===== config.mk =====
export PLATFORM = sky130hd
export DESIGN_NAME = dccr_regs
export DESIGN_NICKNAME = d
export VERILOG_FILES = /design/src/logic/dccr_pkg.sv /design/src/logic/dccr_regs.sv /design/src/logic/dccr_edge.sv /design/src/logic/dccr_route.sv
export SDC_FILE = /design/constraint.sdc
export NUM_CORES = 1
export LEC_CHECK = 0
export ABC_AREA = 0
export BUFFER_PORTS_ARGS = -buffer_cell sky130_fd_sc_hd__buf_4
export CAP_MARGIN = 20
export CORE_ASPECT_RATIO = 0.75
export CORE_MARGIN = 8
export CORE_UTILIZATION = 53
export DETAILED_ROUTE_END_ITERATION = 10
export GPL_ROUTABILITY_DRIVEN = 0
export HOLD_SLACK_MARGIN = 0.15
export PLACE_DENSITY_LB_ADDON = 0.15
export SYNTH_ARGS = -nofsm -noshare
export SYNTH_HDL_FRONTEND = slang
export SYNTH_HIERARCHICAL = 1
export SYNTH_SLANG_ARGS = --single-unit
export TNS_END_PERCENT = 30

===== constraint.sdc =====
create_clock -name i_clk -period 2.4 [get_ports i_clk]
set_input_delay 0.48 -clock i_clk [delete_from_list [all_inputs] [get_ports i_clk]]
set_output_delay 0.48 -clock i_clk [all_outputs]
set_load 0.1 [all_outputs]

===== src/logic/dccr_pkg.sv =====
/*
  dccr_pkg: register addresses, field positions, reset values, timing counts and carrier
  types of the dual comparator control register bank.
  Assumes a 25 MHz system clock and an 8-bit special-function register bus from the core.
*/
package dccr_pkg;

  // register addresses on the special-function register bus
  localparam logic [7:0] ADDR_CMP1_CONTROL = 8'h9A;
  localparam logic [7:0] ADDR_CMP0_CONTROL = 8'h9B;
  localparam logic [7:0] ADDR_CMP1_MODE    = 8'h9C;
  localparam logic [7:0] ADDR_CMP0_MODE    = 8'h9D;
  localparam logic [7:0] ADDR_CMP1_SELECT  = 8'h9E;
  localparam logic [7:0] ADDR_CMP0_SELECT  = 8'h9F;

  // reset values
  localparam logic [7:0] RST_CONTROL = 8'h00;
  localparam logic [7:0] RST_MODE    = 8'h02;
  localparam logic [7:0] RST_SELECT  = 8'h00;

  // control register fields
  localparam int CTL_ON_BIT   = 7;
  localparam int CTL_RES_BIT  = 6;
  localparam int CTL_RISE_BIT = 5;
  localparam int CTL_FALL_BIT = 4;
  localparam int CTL_HYP_LSB  = 2;
  localparam int CTL_HYN_LSB  = 0;
  // mode register fields
  localparam int MOD_RIE_BIT  = 5;
  localparam int MOD_FIE_BIT  = 4;
  localparam int MOD_SPD_LSB  = 0;
  // input select register fields
  localparam int SEL_NEG_LSB  = 4;
  localparam int SEL_POS_LSB  = 0;

  // response times per speed mode, and the settle counts they give at the system clock
  localparam int CLK_MHZ    = 25;
  localparam int T_MODE0_NS = 100;
  localparam int T_MODE1_NS = 175;
  localparam int T_MODE2_NS = 320;
  localparam int T_MODE3_NS = 1050;
  localparam logic [4:0] MODE0_CYC = 5'((T_MODE0_NS * CLK_MHZ + 999) / 1000);
  localparam logic [4:0] MODE1_CYC = 5'((T_MODE1_NS * CLK_MHZ + 999) / 1000);
  localparam logic [4:0] MODE2_CYC = 5'((T_MODE2_NS * CLK_MHZ + 999) / 1000);
  localparam logic [4:0] MODE3_CYC = 5'((T_MODE3_NS * CLK_MHZ + 999) / 1000);

  typedef enum logic [2:0] {
    ST_OFF    = 3'b001,
    ST_SETTLE = 3'b010,
    ST_ARMED  = 3'b100
  } dccr_state_t;

  // settings handed to one analog comparator
  typedef struct packed {
    logic       on;
    logic [1:0] pos_hyst;
    logic [1:0] neg_hyst;
    logic [1:0] speed_sel;
  } dccr_cfg_t;

endpackage : dccr_pkg


===== src/logic/dccr_regs.sv =====
/*
  dccr_regs: control, mode and input select registers of two voltage comparators, their
  edge flags, interrupt requests and synchronous outputs toward the port crossbar.
  Assumes the core's special-function register bus: one-cycle read and write strobes with an
  8-bit address, read data returned from a flop one cycle after the read strobe.
  The analog comparators, the port crossbar and the interrupt controller live outside.
*/
`timescale 1ns/10ps
`default_nettype none

module dccr_regs (
  input  wire logic                  i_clk,
  input  wire logic                  i_srst,
  // special-function register bus
  input  wire logic [7:0]            i_sfr_addr,
  input  wire logic                  i_sfr_wr,
  input  wire logic [7:0]            i_sfr_wdata,
  input  wire logic                  i_sfr_rd,
  output logic      [7:0]            o_sfr_rdata,
  // analog comparators
  input  wire logic [1:0]            i_cmp_raw,
  output dccr_pkg::dccr_cfg_t [1:0]  o_cmp_cfg,
  output logic      [1:0][15:0]      o_cmp_pos_pins,
  output logic      [1:0][15:0]      o_cmp_neg_pins,
  // to crossbar and interrupt controller
  output logic      [1:0]            o_cmp_pin_out,
  output logic      [1:0]            o_cmp_irq
);
  import dccr_pkg::*;

  // one-hot register hit: 0 ctl0, 1 ctl1, 2 mode0, 3 mode1, 4 sel0, 5 sel1
  function automatic logic [5:0] reg_hit(input logic [7:0] addr);
    case (addr)
      ADDR_CMP0_CONTROL: reg_hit = 6'h01;
      ADDR_CMP1_CONTROL: reg_hit = 6'h02;
      ADDR_CMP0_MODE:    reg_hit = 6'h04;
      ADDR_CMP1_MODE:    reg_hit = 6'h08;
      ADDR_CMP0_SELECT:  reg_hit = 6'h10;
      ADDR_CMP1_SELECT:  reg_hit = 6'h20;
      default:           reg_hit = 6'h00;
    endcase
  endfunction : reg_hit

  // settle time after a configuration change, from the selected response time
  function automatic logic [4:0] settle_cycles(input logic [1:0] speed);
    case (speed)
      2'b00:   settle_cycles = MODE0_CYC;
      2'b01:   settle_cycles = MODE1_CYC;
      2'b10:   settle_cycles = MODE2_CYC;
      default: settle_cycles = MODE3_CYC;
    endcase
  endfunction : settle_cycles

  logic [5:0] wr_hit;
  logic [5:0] rd_hit;
  logic [7:0] next_rdata;

  // per-comparator register images for the read path
  logic [7:0] ctl_view  [2];
  logic [7:0] mode_view [2];
  logic [7:0] sel_view  [2];

  assign wr_hit = i_sfr_wr ? reg_hit(i_sfr_addr) : 6'h00;
  assign rd_hit = reg_hit(i_sfr_addr);

  genvar n;
  generate
    for (n = 0; n < 2; n++) begin : g_cmp
      logic        on;
      logic [1:0]  pos_hyst;
      logic [1:0]  neg_hyst;
      logic        rise_irq_en;
      logic        fall_irq_en;
      logic [1:0]  speed_sel;
      logic [1:0]  pos_sel;
      logic [1:0]  neg_sel;
      logic        level;
      logic        rise_flag;
      logic        fall_flag;
      logic        ctl_wr;
      logic        mode_wr;
      logic        sel_wr;
      logic        retune;
      logic [1:0]  retune_speed;
      dccr_state_t state;
      dccr_state_t next_state;
      logic [4:0]  settle_cnt;
      logic [4:0]  next_settle_cnt;

      assign ctl_wr  = wr_hit[n];
      assign mode_wr = wr_hit[2 + n];
      assign sel_wr  = wr_hit[4 + n];
      // a new input pair or any mode write makes the comparator settle again
      assign retune  = sel_wr | mode_wr;
      // a mode write reloads with the speed being written, not the one it replaces
      assign retune_speed = mode_wr ? i_sfr_wdata[MOD_SPD_LSB +: 2] : speed_sel;

      // control register: enable and hysteresis; flags live in the edge block
      always_ff @(posedge i_clk) begin
        if (i_srst) begin
          on       <= RST_CONTROL[CTL_ON_BIT];
          pos_hyst <= RST_CONTROL[CTL_HYP_LSB +: 2];
          neg_hyst <= RST_CONTROL[CTL_HYN_LSB +: 2];
        end else if (ctl_wr) begin
          on       <= i_sfr_wdata[CTL_ON_BIT];
          pos_hyst <= i_sfr_wdata[CTL_HYP_LSB +: 2];
          neg_hyst <= i_sfr_wdata[CTL_HYN_LSB +: 2];
        end
      end

      // mode register: only the documented fields are stored
      always_ff @(posedge i_clk) begin
        if (i_srst) begin
          rise_irq_en <= RST_MODE[MOD_RIE_BIT];
          fall_irq_en <= RST_MODE[MOD_FIE_BIT];
          speed_sel   <= RST_MODE[MOD_SPD_LSB +: 2];
        end else if (mode_wr) begin
          rise_irq_en <= i_sfr_wdata[MOD_RIE_BIT];
          fall_irq_en <= i_sfr_wdata[MOD_FIE_BIT];
          speed_sel   <= i_sfr_wdata[MOD_SPD_LSB +: 2];
        end
      end

      // input select register; code 11 is stored as written, the part variant decides use
      always_ff @(posedge i_clk) begin
        if (i_srst) begin
          pos_sel <= RST_SELECT[SEL_POS_LSB +: 2];
          neg_sel <= RST_SELECT[SEL_NEG_LSB +: 2];
        end else if (sel_wr) begin
          pos_sel <= i_sfr_wdata[SEL_POS_LSB +: 2];
          neg_sel <= i_sfr_wdata[SEL_NEG_LSB +: 2];
        end
      end

      // settle sequencer: edges are only counted once the analog side has had its
      // response time, so that switching inputs does not raise a false flag
      always_comb begin
        next_state      = state;
        next_settle_cnt = settle_cnt;
        case (state)
          ST_OFF: begin
            if (on) begin
              next_state      = ST_SETTLE;
              next_settle_cnt = settle_cycles(retune_speed);
            end
          end
          ST_SETTLE: begin
            if (!on) begin
              next_state = ST_OFF;
            end else if (retune) begin
              next_settle_cnt = settle_cycles(retune_speed);
            end else if (settle_cnt <= 5'd1) begin
              next_state      = ST_ARMED;
              next_settle_cnt = 5'd0;
            end else begin
              next_settle_cnt = settle_cnt - 5'd1;
            end
          end
          ST_ARMED: begin
            if (!on) begin
              next_state = ST_OFF;
            end else if (retune) begin
              next_state      = ST_SETTLE;
              next_settle_cnt = settle_cycles(retune_speed);
            end
          end
          default: begin
            next_state      = ST_OFF;
            next_settle_cnt = 5'd0;
          end
        endcase
      end

      always_ff @(posedge i_clk) begin
        if (i_srst) begin
          state      <= ST_OFF;
          settle_cnt <= 5'd0;
        end else begin
          state      <= next_state;
          settle_cnt <= next_settle_cnt;
        end
      end

      dccr_edge u_edge (
        .i_clk        (i_clk),
        .i_srst       (i_srst),
        .i_raw        (i_cmp_raw[n]),
        .i_arm        (state == ST_ARMED),
        .i_flag_wr    (ctl_wr),
        .i_rise_wdata (i_sfr_wdata[CTL_RISE_BIT]),
        .i_fall_wdata (i_sfr_wdata[CTL_FALL_BIT]),
        .o_level      (level),
        .o_rise_flag  (rise_flag),
        .o_fall_flag  (fall_flag)
      );

      dccr_route #(
        .POS_BASE (2 * n)
      ) u_route (
        .i_clk      (i_clk),
        .i_srst     (i_srst),
        .i_pos_sel  (pos_sel),
        .i_neg_sel  (neg_sel),
        .o_pos_pins (o_cmp_pos_pins[n]),
        .o_neg_pins (o_cmp_neg_pins[n])
      );

      // request stays up while any enabled flag is set; software clears the flag to drop it
      always_ff @(posedge i_clk) begin
        if (i_srst) begin
          o_cmp_irq[n] <= 1'b0;
        end else begin
          o_cmp_irq[n] <= (rise_flag & rise_irq_en) | (fall_flag & fall_irq_en);
        end
      end

      // a disabled comparator must not leak its last level onto the pin
      always_ff @(posedge i_clk) begin
        if (i_srst) begin
          o_cmp_pin_out[n] <= 1'b0;
        end else begin
          o_cmp_pin_out[n] <= on & level;
        end
      end

      assign o_cmp_cfg[n] = '{on: on, pos_hyst: pos_hyst, neg_hyst: neg_hyst,
                              speed_sel: speed_sel};

      // register images as software reads them; unused bits are zero
      assign ctl_view[n] = {on, on & level, rise_flag, fall_flag,
                            pos_hyst, neg_hyst};
      assign mode_view[n] = {2'b00, rise_irq_en, fall_irq_en,
                             2'b00, speed_sel};
      assign sel_view[n] = {2'b00, neg_sel, 2'b00, pos_sel};
    end
  endgenerate

  // read mux; an unmapped address returns zero
  always_comb begin
    case (rd_hit)
      6'h01:   next_rdata = ctl_view[0];
      6'h02:   next_rdata = ctl_view[1];
      6'h04:   next_rdata = mode_view[0];
      6'h08:   next_rdata = mode_view[1];
      6'h10:   next_rdata = sel_view[0];
      6'h20:   next_rdata = sel_view[1];
      default: next_rdata = 8'h00;
    endcase
  end

  // read data holds until the next read strobe, so a slow core can sample it late
  always_ff @(posedge i_clk) begin
    if (i_srst) begin
      o_sfr_rdata <= 8'h00;
    end else if (i_sfr_rd) begin
      o_sfr_rdata <= next_rdata;
    end
  end

endmodule : dccr_regs
`default_nettype wire


===== src/logic/dccr_edge.sv =====
/*
  dccr_edge: synchroniser, edge detector and sticky edge flags of one comparator.
  Assumes the raw comparator output is asynchronous; flag writes come from the register bank.
*/
`timescale 1ns/10ps
`default_nettype none
module dccr_edge (
  input  wire logic i_clk,
  input  wire logic i_srst,
  input  wire logic i_raw,
  input  wire logic i_arm,
  input  wire logic i_flag_wr,
  input  wire logic i_rise_wdata,
  input  wire logic i_fall_wdata,
  output logic      o_level,
  output logic      o_rise_flag,
  output logic      o_fall_flag
);
  import dccr_pkg::*;

  logic meta;
  logic prev;
  logic rise_evt;
  logic fall_evt;

  // first stage feeds only the second stage
  always_ff @(posedge i_clk) begin
    if (i_srst) begin
      meta    <= 1'b0;
      o_level <= 1'b0;
      prev    <= 1'b0;
    end else begin
      meta    <= i_raw;
      o_level <= meta;
      prev    <= o_level;
    end
  end

  assign rise_evt = i_arm & o_level & ~prev;
  assign fall_evt = i_arm & ~o_level & prev;

  // a same-cycle edge beats a software clear
  always_ff @(posedge i_clk) begin
    if (i_srst) begin
      o_rise_flag <= 1'b0;
      o_fall_flag <= 1'b0;
    end else begin
      o_rise_flag <= (i_flag_wr ? i_rise_wdata : o_rise_flag) | rise_evt;
      o_fall_flag <= (i_flag_wr ? i_fall_wdata : o_fall_flag) | fall_evt;
    end
  end

endmodule : dccr_edge
`default_nettype wire


===== src/logic/dccr_route.sv =====
/*
  dccr_route: turns one comparator's input select codes into port pin connection masks.
  Assumes pins of port 1 in mask bits 7:0 and port 2 in bits 15:8; masks drive analog switches.
*/
`timescale 1ns/10ps
`default_nettype none
module dccr_route #(
  parameter int POS_BASE = 0
) (
  input  wire logic        i_clk,
  input  wire logic        i_srst,
  input  wire logic [1:0]  i_pos_sel,
  input  wire logic [1:0]  i_neg_sel,
  output logic      [15:0] o_pos_pins,
  output logic      [15:0] o_neg_pins
);
  import dccr_pkg::*;

  // code bit 0 steps the pin by four, code bit 1 moves from port 1 to port 2
  function automatic logic [15:0] pin_mask(input logic [1:0] code, input int base);
    logic [3:0] idx;
    idx = 4'(base + (code[0] ? 4 : 0) + (code[1] ? 8 : 0));
    pin_mask = 16'h0001 << idx;
  endfunction : pin_mask

  always_ff @(posedge i_clk) begin
    if (i_srst) begin
      o_pos_pins <= pin_mask(2'b00, POS_BASE);
      o_neg_pins <= pin_mask(2'b00, POS_BASE + 1);
    end else begin
      o_pos_pins <= pin_mask(i_pos_sel, POS_BASE);
      o_neg_pins <= pin_mask(i_neg_sel, POS_BASE + 1);
    end
  end

endmodule : dccr_route
`default_nettype wire


==> reports/qor.txt, run 1 <==
outcome - finished clean
Reg-to-Reg Start - g_cmp[0].state[0]$_SDFFE_PP1P_
clock slew at reported path FFs - 0.08 ns
Core Rows - 28
# hold bufs at CTS - 0
Initial Util - 0.5375
clk buf depth - 2
ys flop type - dfxtp_1
Area growth syn-to-layout - 13.89%
drt wl/cell - 15.72 µm
fill cell count - 711
ANT nets after route - 0
Worst EP required - 2.64 ns
max frequency - 505.0 MHz
Cell variety after synth - 62
critical path class - in -> reg
DR vias/cell - 5.222
Placement Cell Area - 0.004542 mm²
Seq/Total Area, Yosys - 0.3831
finished layout cell area - 0.004761 mm²
Nets - 555
r2r endpoint - g_cmp[0].settle_cnt[2]$_SDFFE_PP0P_
Die Y-Extent - 92.91 µm
H-tree levels - 3
cells resized by post-CTS repair - 0
clk_lat worst skew - 0.35 ns
total routing usage reported by global routing - 0.1838
RSZ-0062 raised after global routing - no
I/O pins - 112
Num CTS Buffers - 9
asr flop ratio synth - 0
number of global-route vias before repair - 3313
mapped cell area - 0.004180 mm²
hold crit path type - in -> reg
area of the multi-input gates - 0.002151 mm²
syn avg cell area - 9.009 µm²
setup TNS - 0 ns
r2r worst-path depth - 5
Num Clock Sinks - 80
first-pass GRT wire length - 16710 µm
Worst Setup Start Kind - input port
Max VDD drop - 0.0003892 V
DRT Wirelength - 9967 µm
gr ovfl total - 0
die area - 0.01101 mm²
Slew @ Worst Pin - 0.5450 ns
#FFs+latches synth - 80
storage element area - 0.001602 mm²
diode count - 0
fin crit share - 0.8250
max-slew violations - 0
buffers added on ports - 62
final setup vio count - 0
Post-synth EDFFs - 0
root buffer cell - clkbuf_8
# Post-CTS Setup Buffers - 0
R2R Setup Slk - 0.70 ns
crit-path max FO - 9
fin crit period - 1.980 ns
hpwl dp - 7462 µm
antenna violations before repair - 0
leakage - 2.060 nW
crit path DAT - 2.22 ns
clk_skew - 0.009158 ns
CP Capture Point - g_cmp[0].settle_cnt[1]$_SDFFE_PP0P_
Worst Setup SP - i_sfr_addr[6]
# DRC - 0
CTS tree - built
DR iter-0 viols - 243
min-delay src - i_cmp_raw[1]
cells after synthesis - 464
worst hold path depth - 2
DIE WIDTH - 118.6 µm
Syn. warnings - 6
fraction of layout cells with a size suffix above 1 - 0.2060
Pwr per Cell Area - 608.7 mW/mm²
DR pass1 iterations - 5
commonest non-fill, non-tap cells in the layout - 80 x dfxtp_1, 75 x buf_4, 48 x conb_1, 37 x nor2_1, 30 x mux2i_1
Final Hold Fails - 0
relative slew slack - 0.6367
Vias - 3311
largest net degree at the start of global routing - 37
max_cap viols - 0
Setup crit end kind - flip-flop
core footprint - 0.007777 mm²
commonest non-fill, non-tap cell in the layout - dfxtp_1
==> Yosys cell counts, types with 4 or more instances <==
master	number	area, µm²
dfxtp_1	80	1602
buf_4	60	450.4
nor2_1	37	138.9
mux2i_1	30	300.3
nand2_1	29	108.9
a21oi_1	25	125.1
inv_1	20	75.07
o21ai_0	19	95.09
nand2b_1	11	68.82
nor2b_1	11	68.82
nor3b_1	11	82.58
nand3_1	10	50.05
ha_1	9	112.6
and3b_1	6	52.55
o21ai_1	6	30.03
a211oi_1	5	37.54
a31oi_1	5	31.28
clkbuf_1	5	18.77
nand3b_1	5	37.54
nor3_1	5	25.02
o21bai_1	5	37.54
a22oi_1	4	30.03
nand4_1	4	25.02
==> worst max-delay path, cell delays in order <==
cell,delay (ns)
buf_4,0.11
nand4bb_1,0.23
buf_12,0.19
nor3_4,0.22
mux2i_1,0.32
inv_1,0.11
ha_1,0.28
inv_1,0.03
a22oi_1,0.14
o21ai_0,0.09
==> report_power, final <==
| part | internal [mW] | leakage [nW] | switching, mW |
|---|---|---|---|
| logic | 0.0523 | 1.30 | 0.418 |
| clock network | 0.592 | 0.111 | 0.499 |
| registers | 1.33 | 0.646 | 0.00486 |
==> kinds of logic after synthesis <==
group           count (synthesis)  share of synthesized area
xor+xnor                        4                   0.008382
fa+ha+maj                       9                    0.02694
buf+inv                        93                     0.1437
other cells                     2                   0.001797
flops                          80                     0.3831
mux                            34                    0.08889
compound gates                 90                     0.1359
simple gates                  152                     0.2113
==> stage by stage <==
stage	hold WS (ns)	total power [mW]	utilization	instances	setup slack (ns)
detailed placement	0.4241	1.834	0.5840	618	0.05076
finish	0.3324	2.898	0.6121	634	0.4199
CTS	0.3204	2.914	0.6121	634	0.4214
floorplan	0.4138	1.831	-	510	0.2765
global route	0.3339	2.991	0.6121	634	0.1854
global placement	0.4197	1.831	0.5840	618	0.1092
==> how the worst min path moves through the flow <==
stage	end	slack (ns)
global route	g_cmp[0].u_edge/meta$_SDFF_PP0_	0.33
floorplan	g_cmp[0].u_edge/o_level$_SDFF_PP0_	0.41
CTS	g_cmp[0].u_edge/meta$_SDFF_PP0_	0.32
global placement	g_cmp[1].u_edge/o_level$_SDFF_PP0_	0.42
detailed placement	g_cmp[0].u_edge/o_level$_SDFF_PP0_	0.42
finish	g_cmp[1].u_edge/meta$_SDFF_PP0_	0.33
==> flip-flops by register name, summed over array words and instances (netlist names), 4 cells and up <==
| register | cells |
|---|---|
| g_cmp.u_route/o_pos_pins | 8 |
| g_cmp.settle_cnt | 10 |
| g_cmp.pos_sel | 4 |
| g_cmp.u_route/o_neg_pins | 8 |
| g_cmp.neg_sel | 4 |
| o_sfr_rdata | 8 |
| g_cmp.speed_sel | 4 |
| g_cmp.neg_hyst | 4 |
| g_cmp.state | 6 |
| g_cmp.pos_hyst | 4 |
==> per-layer routing <==
metal | share of wire | global-route usage | routed length (µm) | vias to the layer above
li1 | - | - | - | 1626
met1 | 0.48 | 0.2483 | 4799 | 1560
met2 | 0.44 | 0.2806 | 4420 | 116
met3 | 0.065 | 0.05410 | 648 | 9
met4 | 0.0097 | 0.04827 | 97 | 0
met5 | 0 | 0 | 0 | -
==> final cells by class <==
type	instances	area share
Inverter	20	0.01577
Timing Repair Buffer	76	0.1225
Clock inverter	6	0.01919
Sequential cell	80	0.3364
Tap cell	105	0.02760
Clock buffer	10	0.02681
Multi-Input combinational cell	337	0.4518
Note: power is estimated with default switching activity, not from simulation.
==> inputs of run 2 (changes only) <==
--- a/config.mk
+++ b/config.mk
@@ -5,7 +5,7 @@
 export SDC_FILE = /design/constraint.sdc
 export NUM_CORES = 1
 export LEC_CHECK = 0
-export ABC_AREA = 0
+export ABC_AREA = 1
 export BUFFER_PORTS_ARGS = -buffer_cell sky130_fd_sc_hd__buf_4
 export CAP_MARGIN = 20
 export CORE_ASPECT_RATIO = 0.75
==> constraint.sdc (replaced) <==
create_clock -name i_clk -period 1.85 [get_ports i_clk]
set_input_delay 0.37 -clock i_clk [delete_from_list [all_inputs] [get_ports i_clk]]
set_output_delay 0.37 -clock i_clk [all_outputs]
set_load 0.1 [all_outputs]
==> run 2 against run 1 <==
Net effect:
- synthesized area up 4.7%
- routed wire length up 6.2%
- global-route usage up 0.27 points
==> reports/qor.txt, run 2 <==
outcome - finished clean
DR iter-0 viols - 282 (+16%)
RSZ-0062 raised after global routing - no
drt wl/cell - 13.15 µm (-16%)
asr flop ratio synth - 0 (unchanged)
Num CTS Buffers - 9 (unchanged)
diode count - 0 (unchanged)
buffers added on ports - 62 (unchanged)
max reg flops - 10 (unchanged)
fraction of layout cells with a size suffix above 1 - 0.2243 (+0.01824)
Initial Util - 0.5503 (+0.01286)
fin crit share - 0.9104
DIE WIDTH - 120.9 µm (+2.0%)
Syn. warnings - 6 (unchanged)
Num Clock Sinks - 80 (unchanged)
Core Rows - 28 (unchanged)
DR vias/cell - 4.826 (-7.6%)
Cell variety after synth - 41 (-34%)
Worst Setup Start Kind - input port
largest net degree at the start of global routing - 38 (+2.7%)
root buffer cell - clkbuf_8
# Post-CTS Setup Buffers - 0 (unchanged)
most frequent cell after synthesis - nand2_1
Final Hold Fails - 0 (unchanged)
max_cap viols - 0 (unchanged)
cells after synthesis - 613 (+32%)
max frequency - 593.7 MHz
#FFs+latches synth - 80 (unchanged)
ys flop type - dfxtp_1
clock slew at reported path FFs - 0.08 ns (about the same)
ANT nets after route - 0 (unchanged)
Sw Ratio - 0.3526 (+0.03463)
Setup crit end kind - flip-flop
Worst Setup SP - i_sfr_addr[1]
r2r endpoint - g_cmp[1].settle_cnt[2]$_SDFFE_PP0P_
Seq/Total Area, Yosys - 0.3659 (-0.01720)
Sw Pwr - 1.478 mW (+60%)
commonest non-fill, non-tap cells in the layout - 112 x nand2_1, 93 x buf_4, 87 x inv_1, 77 x dfxtp_1, 65 x nor2_1
clk_lat worst skew - 0.36 ns (about the same)
Post-synth EDFFs - 0 (unchanged)
first-pass GRT wire length - 17260 µm (+3.3%)
leakage - 2.430 nW (+18%)
R2R Setup Slk - 0.30 ns (-0.40 ns)
area of the multi-input gates - 0.002090 mm² (-2.9%)
storage element area - 0.001605 mm² (+0.23%)
CP Capture Point - g_cmp[0].settle_cnt[1]$_SDFFE_PP0P_
Max VDD drop - 0.0005064 V (+30%)
share of the synthesized area in the top cell type - 0.3659 (-0.01720)
commonest non-fill, non-tap cell in the layout - nand2_1
Vias - 3885 (+17%)
core footprint - 0.007953 mm² (+2.3%)
DR pass1 iterations - 7 (+2)
total routing usage reported by global routing - 0.1864 (+0.002655)
Worst EP required - 2.14 ns (-0.50 ns)
hpwl dp - 8217 µm (+10%)
Biggest register - g_cmp.settle_cnt
clock network power share - 0.335 (-0.041)
die area - 0.01145 mm² (+4.0%)
final setup vio count - 0 (unchanged)
r2r worst-path depth - 8 (+3)
syn avg cell area - 7.140 µm² (-21%)
DRT Wirelength - 10580 µm (+6.2%)
I/O pins - 112 (unchanged)
gr ovfl total - 0 (unchanged)
Pwr per Cell Area - 818.1 mW/mm² (+34%)
fin crit period - 1.684 ns
post-synth top area cell - dfxtp_1
CTS tree - built
crit path DAT - 1.97 ns (-0.25 ns)
max-slew violations - 0 (unchanged)
H-tree levels - 3 (unchanged)
clk buf depth - 2 (unchanged)
share of power burned in registers - 0.427 (-0.035)
critical path class - in -> reg
Area growth syn-to-layout - 17.10%
hold crit path type - in -> reg
Nets - 726 (+31%)
crit-path max FO - 5 (-4)
fill cell count - 711 (unchanged)
number of global-route vias before repair - 3732 (+13%)
Die Y-Extent - 94.70 µm (+1.9%)
# DRC - 0 (unchanged)
Post-synth top cells - 112 x nand2_1, 87 x inv_1, 80 x dfxtp_1
Design Power - 4.193 mW (+45%)
Combinational Power Share - 0.239 (+0.077)
antenna violations before repair - 0 (unchanged)
total internal power - 2.715 mW (+37%)
mapped cell area - 0.004377 mm² (+4.7%)
synth top area cells - dfxtp_1 37%, buf_4 10%, nand2_1 9.6%
worst hold slack - 0.2191 ns (-0.1133 ns)
clk_skew - 0.01142 ns (+0.002263 ns)
Reg-to-Reg Start - g_cmp[1].state[1]$_SDFFE_PP0P_
-- run 2: cell count changes in the layout (fill, tap and decap cells not counted), moves of 18 or more --
cell	change
buf_4	+18
inv_1	+67
mux2i_1	-30
nand2_1	+83
nand3_1	+18
nor2_1	+28
o21ai_0	+28
-- run 2: cell families (layout without fill, tap and decap cells) --
| family | after synthesis | in the layout | synth area share |
|---|---|---|---|
| other cells | 2 | 48 | 0.001716 |
| fa+ha+maj | 9 | 9 | 0.02573 |
| flops | 80 | 80 | 0.3659 |
| compound gates | 102 | 102 | 0.1315 |
| xor+xnor | 4 | 4 | 0.008006 |
| buf+inv | 165 | 206 | 0.1961 |
| simple gates | 251 | 251 | 0.2710 |
-- run 2: worst min path at each step --
stage | start | end | slack, ns | depth (start not counted)
floorplan | g_cmp[0].u_edge/meta$_SDFF_PP0_ | g_cmp[0].u_edge/o_level$_SDFF_PP0_ | 0.39 | 2
global placement | g_cmp[0].u_edge/meta$_SDFF_PP0_ | g_cmp[0].u_edge/o_level$_SDFF_PP0_ | 0.39 | 2
detailed placement | g_cmp[0].u_edge/meta$_SDFF_PP0_ | g_cmp[0].u_edge/o_level$_SDFF_PP0_ | 0.40 | 2
CTS | i_cmp_raw[1] | g_cmp[1].u_edge/meta$_SDFF_PP0_ | 0.20 | 3
global route | i_cmp_raw[1] | g_cmp[1].u_edge/meta$_SDFF_PP0_ | 0.22 | 3
finish | i_cmp_raw[1] | g_cmp[1].u_edge/meta$_SDFF_PP0_ | 0.22 | 3
-- run 2: layout make-up --
| class | instances | share of cell area |
|---|---|---|
| Tap cell | 105 | 0.02563 |
| Inverter | 96 | 0.07031 |
| Timing Repair Buffer | 94 | 0.1401 |
| Multi-Input combinational cell | 414 | 0.4077 |
| Sequential cell | 80 | 0.3132 |
| Clock inverter | 7 | 0.01880 |
| Clock buffer | 9 | 0.02417 |
-- run 2: worst max-delay path: stages --
cell     delay (ns)
buf_4          0.12
inv_1          0.04
nand2_1        0.06
nor2_2         0.16
nand3_4        0.13
inv_1          0.10
nand2_1        0.05
o21ai_1        0.14
ha_1           0.28
or2_2          0.30
nand2_1        0.07
nand2_1        0.06
a21oi_2        0.10
-- run 2: stage by stage --
step	setup TNS [ns]	worst slack [ns]	cells	utilization	instance area (µm²)
floorplan	-0.02556	-0.02556	659	-	4553
CTS	0	0.1714	805	0.6444	5125
detailed placement	-0.6257	-0.2068	789	0.6167	4905
finish	0	0.1657	805	0.6444	5125
global route	0	0.0001548	805	0.6444	5125
global placement	-0.3085	-0.1169	789	0.6167	4905
-- run 2: what timing repair did --
action / 4_1_cts / 5_1_grt
gates resized for setup: 0 / 1
hold buffers: 0 / 0
endpoints found under the hold margin: 0 / 0
setup endpoints to repair: 0 / 1
-- run 2: per-layer routing --
| metal | part of all wire | track usage | vias up |
|---|---|---|---|
| met4 | 0.011 | 0.06010 | 0 |
| met3 | 0.11 | 0.05725 | 13 |
| met5 | 0 | 0 | - |
| met1 | 0.45 | 0.2412 | 1703 |
| li1 | - | - | 1984 |
| met2 | 0.43 | 0.2914 | 185 |
-- run 2: power groups by stage --
stage | combinational, mW | clock [mW] | sequential [mW]
after global routing | 1.08 | 1.52 | 1.79
after detailed placement | 0.983 | 0 | 1.83
after floorplan | 0.876 | 0 | 1.86
after CTS | 0.987 | 1.44 | 1.79
final | 1.00 | 1.40 | 1.79
after global placement | 0.970 | 0 | 1.83
